--- config.mk ---
export PLATFORM = sky130hd
export DESIGN_NAME = sse_event_select
export DESIGN_NICKNAME = d
export VERILOG_FILES = /design/src/design/sse_pkg.sv /design/src/design/sse_event_select.sv
export SDC_FILE = /design/constraint.sdc
export NUM_CORES = 1
export LEC_CHECK = 0
export BUFFER_PORTS_ARGS = -buffer_cell sky130_fd_sc_hd__buf_2
export CAP_MARGIN = 15
export CORE_UTILIZATION = 48
export CTS_BUF_LIST = sky130_fd_sc_hd__clkbuf_8
export DETAILED_ROUTE_END_ITERATION = 7
export PLACE_DENSITY = 0.78
export SLEW_MARGIN = 20
export SYNTH_ARGS = -nofsm -noshare
export SYNTH_HDL_FRONTEND = slang
export SYNTH_SLANG_ARGS = --single-unit
export TNS_END_PERCENT = 10
--- constraint.sdc ---
create_clock -name i_mclk -period 5.71 [get_ports i_mclk]
set_input_delay 0.571 -clock i_mclk [delete_from_list [all_inputs] [get_ports i_mclk]]
set_output_delay 0.571 -clock i_mclk [all_outputs]
set_load 0.02 [all_outputs]
--- src/design/sse_pkg.sv ---
// shared constants, layouts and carriers for the standby/suspend event selector
package sse_pkg;
    // register offsets on the plain register port
    localparam logic [7:0] OFS_TRIG_0 = 8'h32;
    localparam logic [7:0] OFS_TRIG_1 = 8'h33;
    localparam logic [7:0] OFS_TRIG_2 = 8'h34;
    localparam logic [7:0] OFS_TRIG_3 = 8'h35;
    localparam logic [7:0] OFS_BRK_0 = 8'h37;
    localparam logic [7:0] OFS_BRK_1 = 8'h38;
    localparam logic [7:0] OFS_BRK_2 = 8'h39;
    localparam logic [7:0] OFS_BRK_3 = 8'h3a;
    localparam logic [7:0] OFS_EXT_SMI = 8'h3c;
    localparam logic [7:0] OFS_PIN_STATUS = 8'h3d;
    localparam logic [7:0] OFS_SW_SMI = 8'h3e;
    localparam logic [7:0] OFS_SUSP_CTL0 = 8'h40;

    // reset value and writable bits
    localparam logic [7:0] REG_RESET = 8'h00;
    localparam logic [7:0] WMASK_FULL = 8'hff;
    localparam logic [7:0] WMASK_SRC_1 = 8'h7f;
    localparam logic [7:0] WMASK_EXT_SMI = 8'h77;
    localparam logic [7:0] WMASK_SW_SMI = 8'h01;

    // field positions
    localparam int EXT_POL_LSB = 4;
    localparam int EXT_EN_LSB = 0;
    localparam int SW_SMI_BIT = 0;
    localparam int SC_VM_X16 = 7;
    localparam int SC_SYS_X16 = 6;
    localparam int SC_VM_BREAK = 5;
    localparam int SC_VM_BYPASS = 4;
    localparam int SC_BREAK_SMI = 3;
    localparam int SC_BATLOW = 2;

    // legacy i/o windows: base and span
    localparam logic [15:0] IO_278 = 16'h0278;
    localparam logic [15:0] IO_240 = 16'h0240;
    localparam logic [15:0] IO_220 = 16'h0220;
    localparam logic [15:0] IO_1F0 = 16'h01f0;
    localparam logic [15:0] IO_170 = 16'h0170;
    localparam logic [15:0] IO_3F8 = 16'h03f8;
    localparam logic [15:0] IO_3E8 = 16'h03e8;
    localparam logic [15:0] IO_3BC = 16'h03bc;
    localparam logic [15:0] IO_388 = 16'h0388;
    localparam logic [15:0] IO_378 = 16'h0378;
    localparam logic [15:0] IO_300 = 16'h0300;
    localparam logic [15:0] IO_2F8 = 16'h02f8;
    localparam logic [15:0] IO_2E8 = 16'h02e8;
    localparam logic [15:0] SPAN_4 = 16'h0004;
    localparam logic [15:0] SPAN_8 = 16'h0008;
    localparam logic [15:0] SPAN_16 = 16'h0010;

    // register port request
    typedef struct packed {
        logic [7:0] addr;
        logic [7:0] wdata;
        logic wr;
        logic rd;
    } sse_reg_req_t;

    // everything that arrives from outside the clock domain
    typedef struct packed {
        logic [15:0] irq;
        logic ext_act;
        logic pci_req;
        logic [3:0] gcs;
        logic [2:0] ext_smi;
        logic bat_low_n;
        logic io_rd;
        logic io_wr;
        logic [15:0] io_addr;
    } sse_pins_t;

    // why the smi pulse fired
    typedef struct packed {
        logic [2:0] ext;
        logic sw;
        logic gs_break;
        logic as_break;
    } sse_smi_cause_t;

    // address falls inside an aligned window of power-of-two span
    function automatic logic in_window(input logic [15:0] addr, input logic [15:0] base,
                                       input logic [15:0] span);
        in_window = (addr & ~(span - 16'h0001)) == base;
    endfunction
endpackage

--- src/design/sse_event_select.sv ---
// standby/suspend event selection, external and software smi, auto-suspend control
// Functional notes
// - trigger mask 0 picks irq10..irq1
// - trigger mask 1 picks irq15..11, bit7 zero
// - trigger mask 1 bit6 picks activity pin
// - trigger mask 1 bit5 picks pci request
// - trigger mask 2 picks io windows, disk
// - trigger mask 2 low bits pick chip selects
// - trigger mask 3 picks eight io windows
// - break mask 0 picks irq10..irq1
// - break mask 1 picks pin, pci, irq15..11
// - break mask 2 picks windows, disk, selects
// - break mask 3 picks eight io windows
// - external smi rising edge, polarity bit inverts
// - enabled external smi plus global bit raises smi
// - software bit zero-to-one raises smi
// - suspend bit7 scales video timer by 16
// - suspend bit6 scales system timer by 16
// - suspend bit5 makes video write break
// - suspend bit4 bypasses video timer
// - suspend bit3 break transition raises smi
// - suspend bit2 enables battery-low suspend entry
// - any enabled trigger restarts standby timer
// - break smi only with break enable
//
// The strobed register port was left to the implementer.
`timescale 1ns/1ps
module sse_event_select (
    // clock and reset
    input wire logic i_mclk,
    input wire logic i_rst,
    // register port
    input wire sse_pkg::sse_reg_req_t i_reg,
    output logic [7:0] o_reg_rdata,
    // activity pins from the isa/pci side
    input wire sse_pkg::sse_pins_t i_pins,
    // global enables kept in the wider smi control block
    input wire logic i_ext_smi_global_en,
    input wire logic i_sw_smi_global_en,
    input wire logic i_gs_break_smi_en,
    // auto-suspend inputs from same-clock timer logic
    input wire logic i_video_memory_write,
    input wire logic i_as_break_selected,
    input wire logic i_as_sys_expired,
    input wire logic i_as_vm_expired,
    // global standby outputs
    output logic o_gs_timer_restart,
    output logic o_gs_break_event,
    // smi toward the processor
    output logic o_smi,
    output sse_pkg::sse_smi_cause_t o_smi_cause,
    // auto-suspend controls
    output logic o_as_vm_x16,
    output logic o_as_sys_x16,
    output logic o_as_entry,
    output logic o_battery_suspend
);
    import sse_pkg::*;

    logic [7:0] trig_mask [4];
    logic [7:0] brk_mask [4];
    logic [7:0] ext_smi_ctl;
    logic [7:0] sw_smi_ctl;
    logic [7:0] susp_ctl0;
    sse_pins_t pin_s1;
    sse_pins_t pin_s2;
    sse_pins_t pin_s3;
    logic [31:0] activity;
    logic io_access;
    logic [15:0] ioa;
    logic [15:0] irq_rise;
    logic [3:0] gcs_rise;
    logic [2:0] ext_edge;
    logic [2:0] ext_fire;
    logic sw_fire;
    logic trig_hit;
    logic brk_hit;
    logic as_break;
    logic as_break_q;
    logic as_fire;
    logic [7:0] next_rdata;

    // two-stage sync of every pin, third stage only for edge detection
    always_ff @(posedge i_mclk or posedge i_rst) begin
        if (i_rst) begin
            pin_s1 <= '0;
            pin_s2 <= '0;
            pin_s3 <= '0;
            // battery-low idles high: no false low after reset
            pin_s1.bat_low_n <= 1'b1;
            pin_s2.bat_low_n <= 1'b1;
            pin_s3.bat_low_n <= 1'b1;
        end else begin
            pin_s1 <= i_pins;
            pin_s2 <= pin_s1;
            pin_s3 <= pin_s2;
        end
    end

    // edges seen on synchronised levels only
    assign irq_rise = pin_s2.irq & ~pin_s3.irq;
    assign gcs_rise = pin_s2.gcs & ~pin_s3.gcs;
    assign ioa = pin_s2.io_addr;
    // a cycle counts once, on the leading edge of its strobe
    assign io_access = (pin_s2.io_rd & ~pin_s3.io_rd) | (pin_s2.io_wr & ~pin_s3.io_wr);

    // activity vector laid out exactly as the four mask registers
    always_comb begin
        activity = '0;
        // byte 0: irq10,9,7,6,5,4,3,1
        activity[7:0] = {irq_rise[10], irq_rise[9], irq_rise[7], irq_rise[6],
                         irq_rise[5], irq_rise[4], irq_rise[3], irq_rise[1]};
        // byte 1: reserved, activity pin, pci request, irq15..11
        activity[14] = pin_s2.ext_act ^ pin_s3.ext_act;
        activity[13] = pin_s2.pci_req & ~pin_s3.pci_req;
        activity[12:8] = irq_rise[15:11];
        // byte 2: 278h, 240h, 220h, disk pair, chip selects 3..0
        activity[23] = io_access & in_window(ioa, IO_278, SPAN_8);
        activity[22] = io_access & in_window(ioa, IO_240, SPAN_16);
        activity[21] = io_access & in_window(ioa, IO_220, SPAN_16);
        activity[20] = io_access & (in_window(ioa, IO_1F0, SPAN_8) |
                                    in_window(ioa, IO_170, SPAN_8));
        activity[19:16] = gcs_rise;
        // byte 3: serial, parallel, sound and network windows
        activity[31] = io_access & in_window(ioa, IO_3F8, SPAN_8);
        activity[30] = io_access & in_window(ioa, IO_3E8, SPAN_8);
        activity[29] = io_access & in_window(ioa, IO_3BC, SPAN_4);
        activity[28] = io_access & in_window(ioa, IO_388, SPAN_4);
        activity[27] = io_access & in_window(ioa, IO_378, SPAN_8);
        activity[26] = io_access & in_window(ioa, IO_300, SPAN_16);
        activity[25] = io_access & in_window(ioa, IO_2F8, SPAN_8);
        activity[24] = io_access & in_window(ioa, IO_2E8, SPAN_8);
    end

    // a clear mask bit blocks its source from its own path only; trigger and break masks are separate
    assign trig_hit = |(activity & {trig_mask[3], trig_mask[2], trig_mask[1], trig_mask[0]});
    assign brk_hit = |(activity & {brk_mask[3], brk_mask[2], brk_mask[1], brk_mask[0]});

    // mask registers; reserved bit 7 of the second of each set never stores
    always_ff @(posedge i_mclk or posedge i_rst) begin
        if (i_rst) begin
            for (int i = 0; i < 4; i++) begin
                trig_mask[i] <= REG_RESET;
                brk_mask[i] <= REG_RESET;
            end
        end else if (i_reg.wr) begin
            unique case (i_reg.addr)
                OFS_TRIG_0: trig_mask[0] <= i_reg.wdata & WMASK_FULL;
                OFS_TRIG_1: trig_mask[1] <= i_reg.wdata & WMASK_SRC_1;
                OFS_TRIG_2: trig_mask[2] <= i_reg.wdata & WMASK_FULL;
                OFS_TRIG_3: trig_mask[3] <= i_reg.wdata & WMASK_FULL;
                OFS_BRK_0: brk_mask[0] <= i_reg.wdata & WMASK_FULL;
                OFS_BRK_1: brk_mask[1] <= i_reg.wdata & WMASK_SRC_1;
                OFS_BRK_2: brk_mask[2] <= i_reg.wdata & WMASK_FULL;
                OFS_BRK_3: brk_mask[3] <= i_reg.wdata & WMASK_FULL;
                default: ;
            endcase
        end
    end

    // smi and suspend control registers
    always_ff @(posedge i_mclk or posedge i_rst) begin
        if (i_rst) begin
            ext_smi_ctl <= REG_RESET;
            sw_smi_ctl <= REG_RESET;
            susp_ctl0 <= REG_RESET;
        end else if (i_reg.wr) begin
            unique case (i_reg.addr)
                OFS_EXT_SMI: ext_smi_ctl <= i_reg.wdata & WMASK_EXT_SMI;
                OFS_SW_SMI: sw_smi_ctl <= i_reg.wdata & WMASK_SW_SMI;
                OFS_SUSP_CTL0: susp_ctl0 <= i_reg.wdata & WMASK_FULL;
                default: ;
            endcase
        end
    end

    // software smi: only a write that lifts bit 0 from zero fires
    assign sw_fire = i_reg.wr && (i_reg.addr == OFS_SW_SMI) && i_reg.wdata[SW_SMI_BIT]
                     && !sw_smi_ctl[SW_SMI_BIT] && i_sw_smi_global_en;

    // external smi: polarity picks which edge, enable plus global gate it
    always_comb begin
        for (int i = 0; i < 3; i++) begin
            ext_edge[i] = ext_smi_ctl[EXT_POL_LSB + i] ?
                          (~pin_s2.ext_smi[i] & pin_s3.ext_smi[i]) :
                          (pin_s2.ext_smi[i] & ~pin_s3.ext_smi[i]);
            ext_fire[i] = ext_edge[i] & ext_smi_ctl[EXT_EN_LSB + i]
                          & i_ext_smi_global_en;
        end
    end

    // auto-suspend break: selected events plus video write when chosen
    assign as_break = i_as_break_selected | (susp_ctl0[SC_VM_BREAK] & i_video_memory_write);
    assign as_fire = susp_ctl0[SC_BREAK_SMI] & as_break & ~as_break_q;

    always_ff @(posedge i_mclk or posedge i_rst) begin
        if (i_rst) begin
            as_break_q <= 1'b0;
        end else begin
            as_break_q <= as_break;
        end
    end

    // standby timer restart and break pulses, one cycle each
    always_ff @(posedge i_mclk or posedge i_rst) begin
        if (i_rst) begin
            o_gs_timer_restart <= 1'b0;
            o_gs_break_event <= 1'b0;
        end else begin
            o_gs_timer_restart <= trig_hit;
            o_gs_break_event <= brk_hit;
        end
    end

    // smi pulse and its cause; break events reach smi only when enabled
    always_ff @(posedge i_mclk or posedge i_rst) begin
        if (i_rst) begin
            o_smi <= 1'b0;
            o_smi_cause <= '0;
        end else begin
            o_smi_cause.ext <= ext_fire;
            o_smi_cause.sw <= sw_fire;
            o_smi_cause.gs_break <= brk_hit & i_gs_break_smi_en;
            o_smi_cause.as_break <= as_fire;
            o_smi <= (|ext_fire) | sw_fire | (brk_hit & i_gs_break_smi_en) | as_fire;
        end
    end

    // auto-suspend controls; the timers themselves live elsewhere
    always_ff @(posedge i_mclk or posedge i_rst) begin
        if (i_rst) begin
            o_as_vm_x16 <= 1'b0;
            o_as_sys_x16 <= 1'b0;
            o_as_entry <= 1'b0;
            o_battery_suspend <= 1'b0;
        end else begin
            o_as_vm_x16 <= susp_ctl0[SC_VM_X16];
            o_as_sys_x16 <= susp_ctl0[SC_SYS_X16];
            o_as_entry <= i_as_sys_expired
                          & (susp_ctl0[SC_VM_BYPASS] | i_as_vm_expired);
            o_battery_suspend <= susp_ctl0[SC_BATLOW] & ~pin_s2.bat_low_n;
        end
    end

    // read mux; unmapped offsets read zero
    always_comb begin
        next_rdata = 8'h00;
        unique case (i_reg.addr)
            OFS_TRIG_0: next_rdata = trig_mask[0];
            OFS_TRIG_1: next_rdata = trig_mask[1];
            OFS_TRIG_2: next_rdata = trig_mask[2];
            OFS_TRIG_3: next_rdata = trig_mask[3];
            OFS_BRK_0: next_rdata = brk_mask[0];
            OFS_BRK_1: next_rdata = brk_mask[1];
            OFS_BRK_2: next_rdata = brk_mask[2];
            OFS_BRK_3: next_rdata = brk_mask[3];
            OFS_EXT_SMI: next_rdata = ext_smi_ctl;
            OFS_PIN_STATUS: next_rdata = {3'h0, pin_s2.ext_act, ~pin_s2.bat_low_n,
                                          pin_s2.ext_smi};
            OFS_SW_SMI: next_rdata = sw_smi_ctl;
            OFS_SUSP_CTL0: next_rdata = susp_ctl0;
            default: next_rdata = 8'h00;
        endcase
    end

    // read data stand only in the cycle after the strobe
    always_ff @(posedge i_mclk or posedge i_rst) begin
        if (i_rst) begin
            o_reg_rdata <= 8'h00;
        end else if (i_reg.rd) begin
            o_reg_rdata <= next_rdata;
        end else begin
            o_reg_rdata <= 8'h00;
        end
    end
endmodule

# ---- Word-level counts from Yosys, hierarchy flattened
# Cells that the tools add are included.
dict set report word_totals {
  out_inout_bits 21
  in_bits 71
  wordCells 156
  register_bits 214
}
dict set report op_classes {
  eq_ne 25
  reduce_logical 19
  bitwise_logic 58
  mux 5
}
# cell count
set ops {}
lappend ops {{$pmux 8 s12} 1}
lappend ops {{$eq 8x6->1 const B} 11}
lappend ops {{$eq 13x7->1 const B} 6}
lappend ops {{$and 32x32->32} 2}
lappend ops {{$reduce_or 32->1} 2}
lappend ops {{$eq 12x6->1 const B} 3}
lappend ops {{$and 1x1->1} 33}
lappend ops {{$eq 14x8->1 const B} 2}
lappend ops {{$eq 13x6->1 const B} 2}
lappend ops {{$reduce_and 2->1} 11}
lappend ops {{$and 16x16->16} 1}
lappend ops {{$not 16->16} 1}
lappend ops {{$not 1->1} 11}
lappend ops {{$eq 8x7->1 const B} 1}
lappend ops {{$mux 8} 1}
lappend ops {{$or 1x1->1} 7}
lappend ops {{$and 4x4->4} 1}
lappend ops {{$logic_and 1x1->1} 4}
lappend ops {{$not 4->4} 1}
lappend ops {{$mux 1} 3}
lappend ops {{$reduce_or 3->1} 1}
lappend ops {{$logic_not 1->1} 1}
lappend ops {{$xor 1x1->1} 1}

# ---- Logic depth before layout (Yosys ltp)
# Gate-level depths: netlist of run 1.
dict set report depth {
  ltp_word 9
  mapped_depth 7
  mapped_depth_nobuf 5
}

# ---- Worst setup path after synthesis of run 1
# No wires, ideal clock.
dict set report synth_timing {
  path_kind {input port to flip-flop}
  startpoint {input i_reg[17] in the netlist's numbering}
  endpoint {register trig_mask[24] in the netlist's numbering}
  setup_time_ns 0.125
  slack_ns 3.729
  stages 5
  path_buffers 1
  arrival_time_ns 1.856
  required_ns 5.585
  cell_sequence {nor4bb_1 > buf_2 > nand3_1 > nor3_2 > mux2_2}
}
dict set report synth_via {
  elab_chain_cells 2
}
# item line
set synth_lines {}
lappend synth_lines {{from (decl)} sse_event_select.sv:33} ;# input wire sse_pkg::sse_reg_req_t i_reg,
lappend synth_lines {{$eq 8x6->1} sse_event_select.sv:147} ;# unique case (i_reg.addr)
lappend synth_lines {{$reduce_and 2->1 (no source line)} -}
lappend synth_lines {{to (decl)} sse_event_select.sv:60} ;# logic [7:0] trig_mask [4];
# No other way between the ends.
# A chain may end at the register's enable or synchronous reset.

# ---- Final worst setup path of run 1
dict set report layout_timing {
  startpoint {input i_reg[12] in the netlist's numbering}
  endpoint {register brk_mask[27] in the netlist's numbering}
}
dict set report layout_via {
  elab_chain_cells 2
}
# item line
set layout_lines {}
lappend layout_lines {{$eq 8x6->1} sse_event_select.sv:147}
lappend layout_lines {{$reduce_and 2->1 (no source line)} -}
lappend layout_lines {{to (decl)} sse_event_select.sv:61} ;# logic [7:0] brk_mask [4];
# No other way between the ends.

==> results of run 1 <==
## layout make-up
cell class / count / area (sq um)
well taps: 216 / 270
repair buffers: 90 / 493
clock inverters: 15 / 114
fillers: 1302 / 6650
inverters: 14 / 56.3
multi-input cells: 315 / 2570
flip-flops and latches: 201 / 5030
diodes: 2 / 5.00
clock buffers: 46 / 633
## flip-flops by register name, indices dropped and copies added (netlist names), 8 cells and up
name and flops:
pin_s1 39, brk_mask 31, trig_mask 31, pin_s2 25, pin_s3 24, ioa 14, o_reg_rdata 8, susp_ctl0 8
## through the flow
| step | hold slack [ns] | instance area, sq um | power [mW] | setup WS [ns] | utilization |
|---|---|---|---|---|---|
| global route | 0.148 | 9170 | 3.20 | 3.21 | 0.580 |
| CTS | 0.153 | 9150 | 3.10 | 3.32 | 0.578 |
| global placement | 0.332 | 8400 | 1.73 | 2.81 | 0.531 |
| detailed placement | 0.335 | 8400 | 1.74 | 2.81 | 0.531 |
| finish | 0.143 | 9180 | 3.08 | 3.26 | 0.580 |
| floorplan | 0.331 | 7780 | 1.66 | 2.54 | - |
## cells in the mapped netlist (3+ instances only)
library cell,number
nand3b_1,29
nor2b_1,10
nor4_1,5
a22oi_1,6
and3b_1,3
a221oi_1,3
buf_4,3
o2bb2ai_1,3
nand3_1,17
buf_1,7
nor3_1,7
a222oi_1,3
nand2_1,21
and3_1,6
a21boi_0,3
o211ai_1,6
and4_1,3
and2_1,5
o21ai_0,6
inv_1,13
a31oi_1,7
nor2_1,5
mux2i_1,7
a21oi_1,8
nor3b_1,7
a22o_1,6
mux2_2,80
dfrtp_1,199
nand4_1,8
clkbuf_1,6
a32oi_1,12
buf_2,10
## power groups by stage
stage	clock network [mW]	logic (mW)	registers, mW
2_1_floorplan	0	0.101	1.56
3_3_place_gp	0	0.166	1.57
3_5_place_dp	0	0.170	1.57
4_1_cts	1.38	0.171	1.55
5_1_grt	1.46	0.188	1.55
6_report	1.36	0.172	1.55
## routing by layer
layer / global-route usage / vias to the layer above / share of wire
met4: 0.122 / 0 / 0.038
met1: 0.316 / 2603 / 0.42
met3: 0.0500 / 56 / 0.067
met5: 0 / - / 0
met2: 0.383 / 232 / 0.48
li1: - / 2271 / -
## worst paths after layout
path / depth (start not counted) / end / startpoint
setup reg to reg: 5 / o_gs_timer_restart / pin_s2[27]
hold / removal: 3 / pin_s1[26] / i_rst
setup / recovery: 6 / brk_mask[27] / i_reg[12]
hold reg to reg: 0 / ioa[15] / pin_s1[15]
max in group asynchronous: 4 / o_gs_break_event / i_rst
min in group i_mclk: 1 / pin_s1[19] / i_pins[19]
## kinds of logic after synthesis
group / after synthesis / share of synthesized area
buffers and inverters: 40 / 0.0224
DFF: 201 / 0.647
and+or+nand+nor: 142 / 0.114
xor gates and xnor gates: 1 / 0.00113
AOI/OAI and AO/OA: 83 / 0.0842
muxes: 89 / 0.131
## placed cells by master, fill, tap and decap left out, types with 10 or more instances in the layout
cell	instances
clkbuf_8	46
mux2_2	80
nand2_1	21
nand3_1	17
dfrtp_1	199
inv_1	21
nor2b_1	10
a32oi_1	12
nand3b_1	29
buf_2	86
## critical path, stage by stage
cell,delay (ns)
buf_2,0.40
nor2b_1,0.51
nand2_1,0.28
nor2_2,0.33
nand2_1,0.35
mux2_2,0.38
==> flow_metrics.py, run 1 <==
metrics = {
    "synthesis": {
        "async_flop_share": 1.00,
        "seq_area_frac_synth": 0.647,
        "synth_top_cell_area_share": 0.641,
        "netlist_area_sq_mm": 0.00777,
        "ys_seq_elements": 201,
        "yosysUniqueCellTypes": 63,
        "dominantRegCellSynth": "dfrtp_1",
        "syn-instance-count": 556,
        "yosysWarnings": 0,
        "synth_largest_area_cell": "dfrtp_1",
        "syn_nets": 627,
        "avgSynthCellArea_sq_um": 14.0,
        "synthTopCellsByArea": "dfrtp_1 (64%), mux2_2 (12%), nand3b_1 (2.8%)",
        "synth_edf_count": 0,
    },
    "sta": {
        "finalHoldViolations": 0,
        "fmax_mhz": 407,
        "finalMaxSlewViolations": 0,
        "period_share": 0.430,
        "layout_min_cycle_time_ns": 2.45,
        "slew_headroom": 0.425,
        "rsz0062_at_grt": "false",
        "tightest_slew_ns": 0.860,
        "tns_ns": 0,
        "setup_violations": 0,
        "fin_worst_skew_ns": 0.0156,
    },
    "critical_path": {
        "worstPathArrival_ns": 2.84,
        "critPathCaptureType": "flop",
        "worstPathMaxFanout": 23,
        "rrSetupSlack_ns": 3.62,
        "required_ns": 6.09,
        "startpoint_type": "input port",
        "path_class": "input port to flop",
    },
    "global_route": {
        "grt_max_degree": 202,
        "antenna_found_initial": 2,
        "gr-total-overflow": 0,
        "track_usage": 0.241,
        "grt_pass1_vias": 5273,
        "grt_pass1_wl_mm": 29.6,
    },
    "clock_network": {
        "h-tree-depth": 2,
        "clock-sinks": 201,
        "ctsHoldBuffers": 0,
        "post-cts-setup-buffers": 0,
        "tritoncts": "done",
        "cts.path.max_buffers": 3,
        "insertion_delay_ns": 0.51,
        "clkSlewWorstSetupHoldPaths_ns": 0.05,
        "root_buffer": "clkbuf_8",
        "cts-resized-gates": 0,
        "numCtsBuffers": 35,
    },
    "power_and_ir_drop": {
        "ir_worst_vdd_mv": 0.202,
        "switching_share": 0.228,
        "net-switching-power_mw": 0.702,
        "p_per_area_mw_per_mm2": 335,
        "power_frac_comb": 0.056,
        "seqPwrFrac": 0.503,
        "p_clk_frac": 0.441,
        "power.leakage_nw": 4.31,
        "intPower_mw": 2.37,
    },
    "floorplan": {
        "fp.dieH_um": 129,
        "initial_core_util": 0.491,
        "dieWidth_um": 129,
        "die-area_sq_mm": 0.0167,
        "core-area_sq_mm": 0.0158,
        "rows": 46,
        "ioPinCount": 92,
    },
    "placement": {
        "place_congestion": 0.879,
        "io_buffer_count": 86,
        "dp_hpwl_mm": 13.1,
        "dpl.cell_count": 835,
    },
    "run_status": {
        "status": "completed",
    },
    "route": {
        "drc": 0,
        "num_vias": 5162,
        "drt_iter0_markers": 428,
        "wirelength_mm": 19.2,
        "ant_nets": 0,
        "dr.pass1.iters": 6,
        "wl_per_cell_um": 21.4,
        "via_per_inst": 5.74,
    },
    "layout": {
        "syn2layout_area_growth_pct": 18.1,
        "drive_gt1_frac": 0.354,
        "final_nets": 728,
        "final_cells": 899,
    },
    "run": {
        "cap_violations": 0,
    },
    "hold_path": {
        "hold_class": "input port to asynchronous set/reset pin",
    },
}
(Power assumes the default switching activity.)
==> inputs of run 2 (changes only) <==
==> constraint.sdc (replaced) <==
create_clock -name i_mclk -period 2.1 [get_ports i_mclk]
set_input_delay 0.21 -clock i_mclk [delete_from_list [all_inputs] [get_ports i_mclk]]
set_output_delay 0.21 -clock i_mclk [all_outputs]
set_load 0.02 [all_outputs]
==> flow_metrics.py, run 2 (synthesis results as in run 1) <==
metrics = {
    "floorplan": {
        "core-area_sq_mm": 0.0158,
        "initial_core_util": 0.491,
        "die-area_sq_mm": 0.0167,
        "dieWidth_um": 129,
        "fp.dieH_um": 129,
        "rows": 46,
        "ioPinCount": 92,
    },
    "layout": {
        "top_regs": "pin_s1 (39), brk_mask (31), trig_mask (31)",
        "top_register": "pin_s1",
        "drive_gt1_frac": 0.360,
        "fillCellCount": 1249,
        "syn2layout_area_growth_pct": 26.6,
        "final_nets": 809,
        "mostFrequentLayoutCells": "dfrtp_1 (199), buf_2 (86), mux2_2 (80)",
        "final_common_cell": "dfrtp_1",
        "largest_reg_flops": 39,
        "fin_util": 0.622,
    },
    "critical_path": {
        "worstPathMaxFanout": 3,
        "cp_top_family": "compound AO/OA/AOI/OAI gates",
        "worstPathArrival_ns": 2.37,
        "cpPeakStageDelay_ns": 0.57,
        "critPathCaptureType": "flop",
        "r2r_cells": 5,
        "startpoint_type": "flop",
        "rrSetupSlack_ns": 0.17,
        "path_class": "flop to flop",
        "worst-path-buf-inv": 1,
        "slowest_stage": "or4_4",
        "crit_chain": "or4_4 > a2111oi_4 > inv_2 > o32a_1 > a31oi_1",
        "required_ns": 2.53,
        "r2r_start": "ioa[12]",
        "r2r-end": "o_smi",
    },
    "route": {
        "wirelength_mm": 20.2,
        "dr.pass1.iters": 7,
        "via_per_inst": 5.59,
        "drc": 0,
        "wl_per_cell_um": 20.6,
        "drt_iter0_markers": 369,
        "num_vias": 5471,
        "ant_nets": 0,
    },
    "clock_network": {
        "post-cts-setup-buffers": 0,
        "h-tree-depth": 2,
        "insertion_delay_ns": 0.51,
        "tritoncts": "done",
        "root_buffer": "clkbuf_8",
        "numCtsBuffers": 34,
        "cts.path.max_buffers": 3,
        "clock-sinks": 201,
        "clkSlewWorstSetupHoldPaths_ns": 0.05,
    },
    "global_route": {
        "grt_max_degree": 61,
        "grt_pass1_wl_mm": 31.9,
        "gr-total-overflow": 0,
        "antenna_found_initial": 1,
        "track_usage": 0.260,
        "grt_pass1_vias": 5666,
    },
    "run_status": {
        "status": "completed",
    },
    "sta": {
        "layout_min_cycle_time_ns": 1.93,
        "slew_headroom": 0.642,
        "fmax_mhz": 517,
        "tightest_slew_ns": 0.535,
        "period_share": 0.921,
        "finalHoldViolations": 0,
        "holdWs_ns": 0.0164,
        "fin_worst_skew_ns": 0.0126,
        "setup_violations": 0,
        "finalMaxSlewViolations": 0,
        "rsz0062_at_grt": "false",
    },
    "power_and_ir_drop": {
        "power_mw": 8.23,
        "power.leakage_nw": 4.66,
        "ir_worst_vdd_mv": 0.493,
        "p_per_area_mw_per_mm2": 836,
    },
    "placement": {
        "io_buffer_count": 86,
        "place_congestion": 0.924,
        "dp_hpwl_mm": 14.2,
    },
    "hold_path": {
        "hp-start": "i_ext_smi_global_en",
        "holdPathEnd": "o_smi_cause[5]",
        "hold_class": "input port to flop",
        "hold_depth": 3,
    },
    "run": {
        "cap_violations": 0,
    },
}
==> run 2: cell count changes in the layout (fill, tap and decap cells not counted), sizes merged <==
cell         previous run  this run
dlygate4sd3             0        45
buf                    90       127
inv                    22        24
clkbuf                 46        44
diode                   2         1
bufinv                  2         1
clkinv                  4         3
==> run 2: what timing repair did <==
| action | 4_1_cts | 5_1_grt |
|---|---|---|
| endpoints found under the hold margin | 60 | 0 |
| hold buffers | 45 | 0 |
| endpoints found under the setup margin | 0 | 0 |
| resized for setup | 0 | 0 |
==> run 2: per-stage QoR <==
step / instances / setup WS, ns / area (sq um) / TNS [ns]
final: 978 / 0.165 / 9840 / 0
after global routing: 977 / 0.0899 / 9840 / 0
after CTS: 977 / 0.150 / 9840 / 0
after detailed placement: 873 / 0.135 / 8700 / 0
after global placement: 873 / 0.152 / 8700 / 0
after floorplan: 556 / -0.711 / 7780 / -141.52
==> run 2: final cells by class <==
type,instances,area [sq um],share of cell area
Antenna cell,1,2.50,0.000254
Clock buffer,44,606,0.0615
Clock inverter,15,86.3,0.00877
Inverter,14,56.3,0.00572
Multi-Input combinational cell,315,2570,0.262
Sequential cell,201,5030,0.511
Tap cell,216,270,0.0275
Timing Repair Buffer,172,1210,0.123
==> run 2: how the worst max path moves through the flow <==
stage | start | end | slack, ns | depth (start not counted)
floorplan | i_rst | as_break_q | -0.71 | 1
global placement | i_reg[17] | trig_mask[1] | 0.15 | 7
detailed placement | i_reg[17] | trig_mask[1] | 0.14 | 7
CTS | ioa[12] | o_smi | 0.15 | 5
global route | ioa[12] | o_smi | 0.09 | 5
finish | ioa[12] | o_smi | 0.17 | 5
==> run 2: per-layer routing <==
layer / vias to the layer above / routed length (um) / GRT usage / share of wire
met5: - / 0 / 0 / 0
met4: 0 / 673 / 0.115 / 0.033
met3: 48 / 1370 / 0.0495 / 0.068
met2: 225 / 9860 / 0.422 / 0.49
met1: 2772 / 8280 / 0.343 / 0.41
li1: 2426 / - / - / -
==> run 2: worst register-to-register path, cell delays in order, from the launching register on <==
cell and delay, ns:
dfrtp_1 0.36, or4_4 0.57, a2111oi_4 0.30, inv_2 0.07, o32a_1 0.39, a31oi_1 0.17
==> run 2: where the power goes <==
group,internal [mW],switching (mW)
registers,4.07,0.139
logic,0.266,0.306
clock network,1.99,1.46
total,6.32,1.90
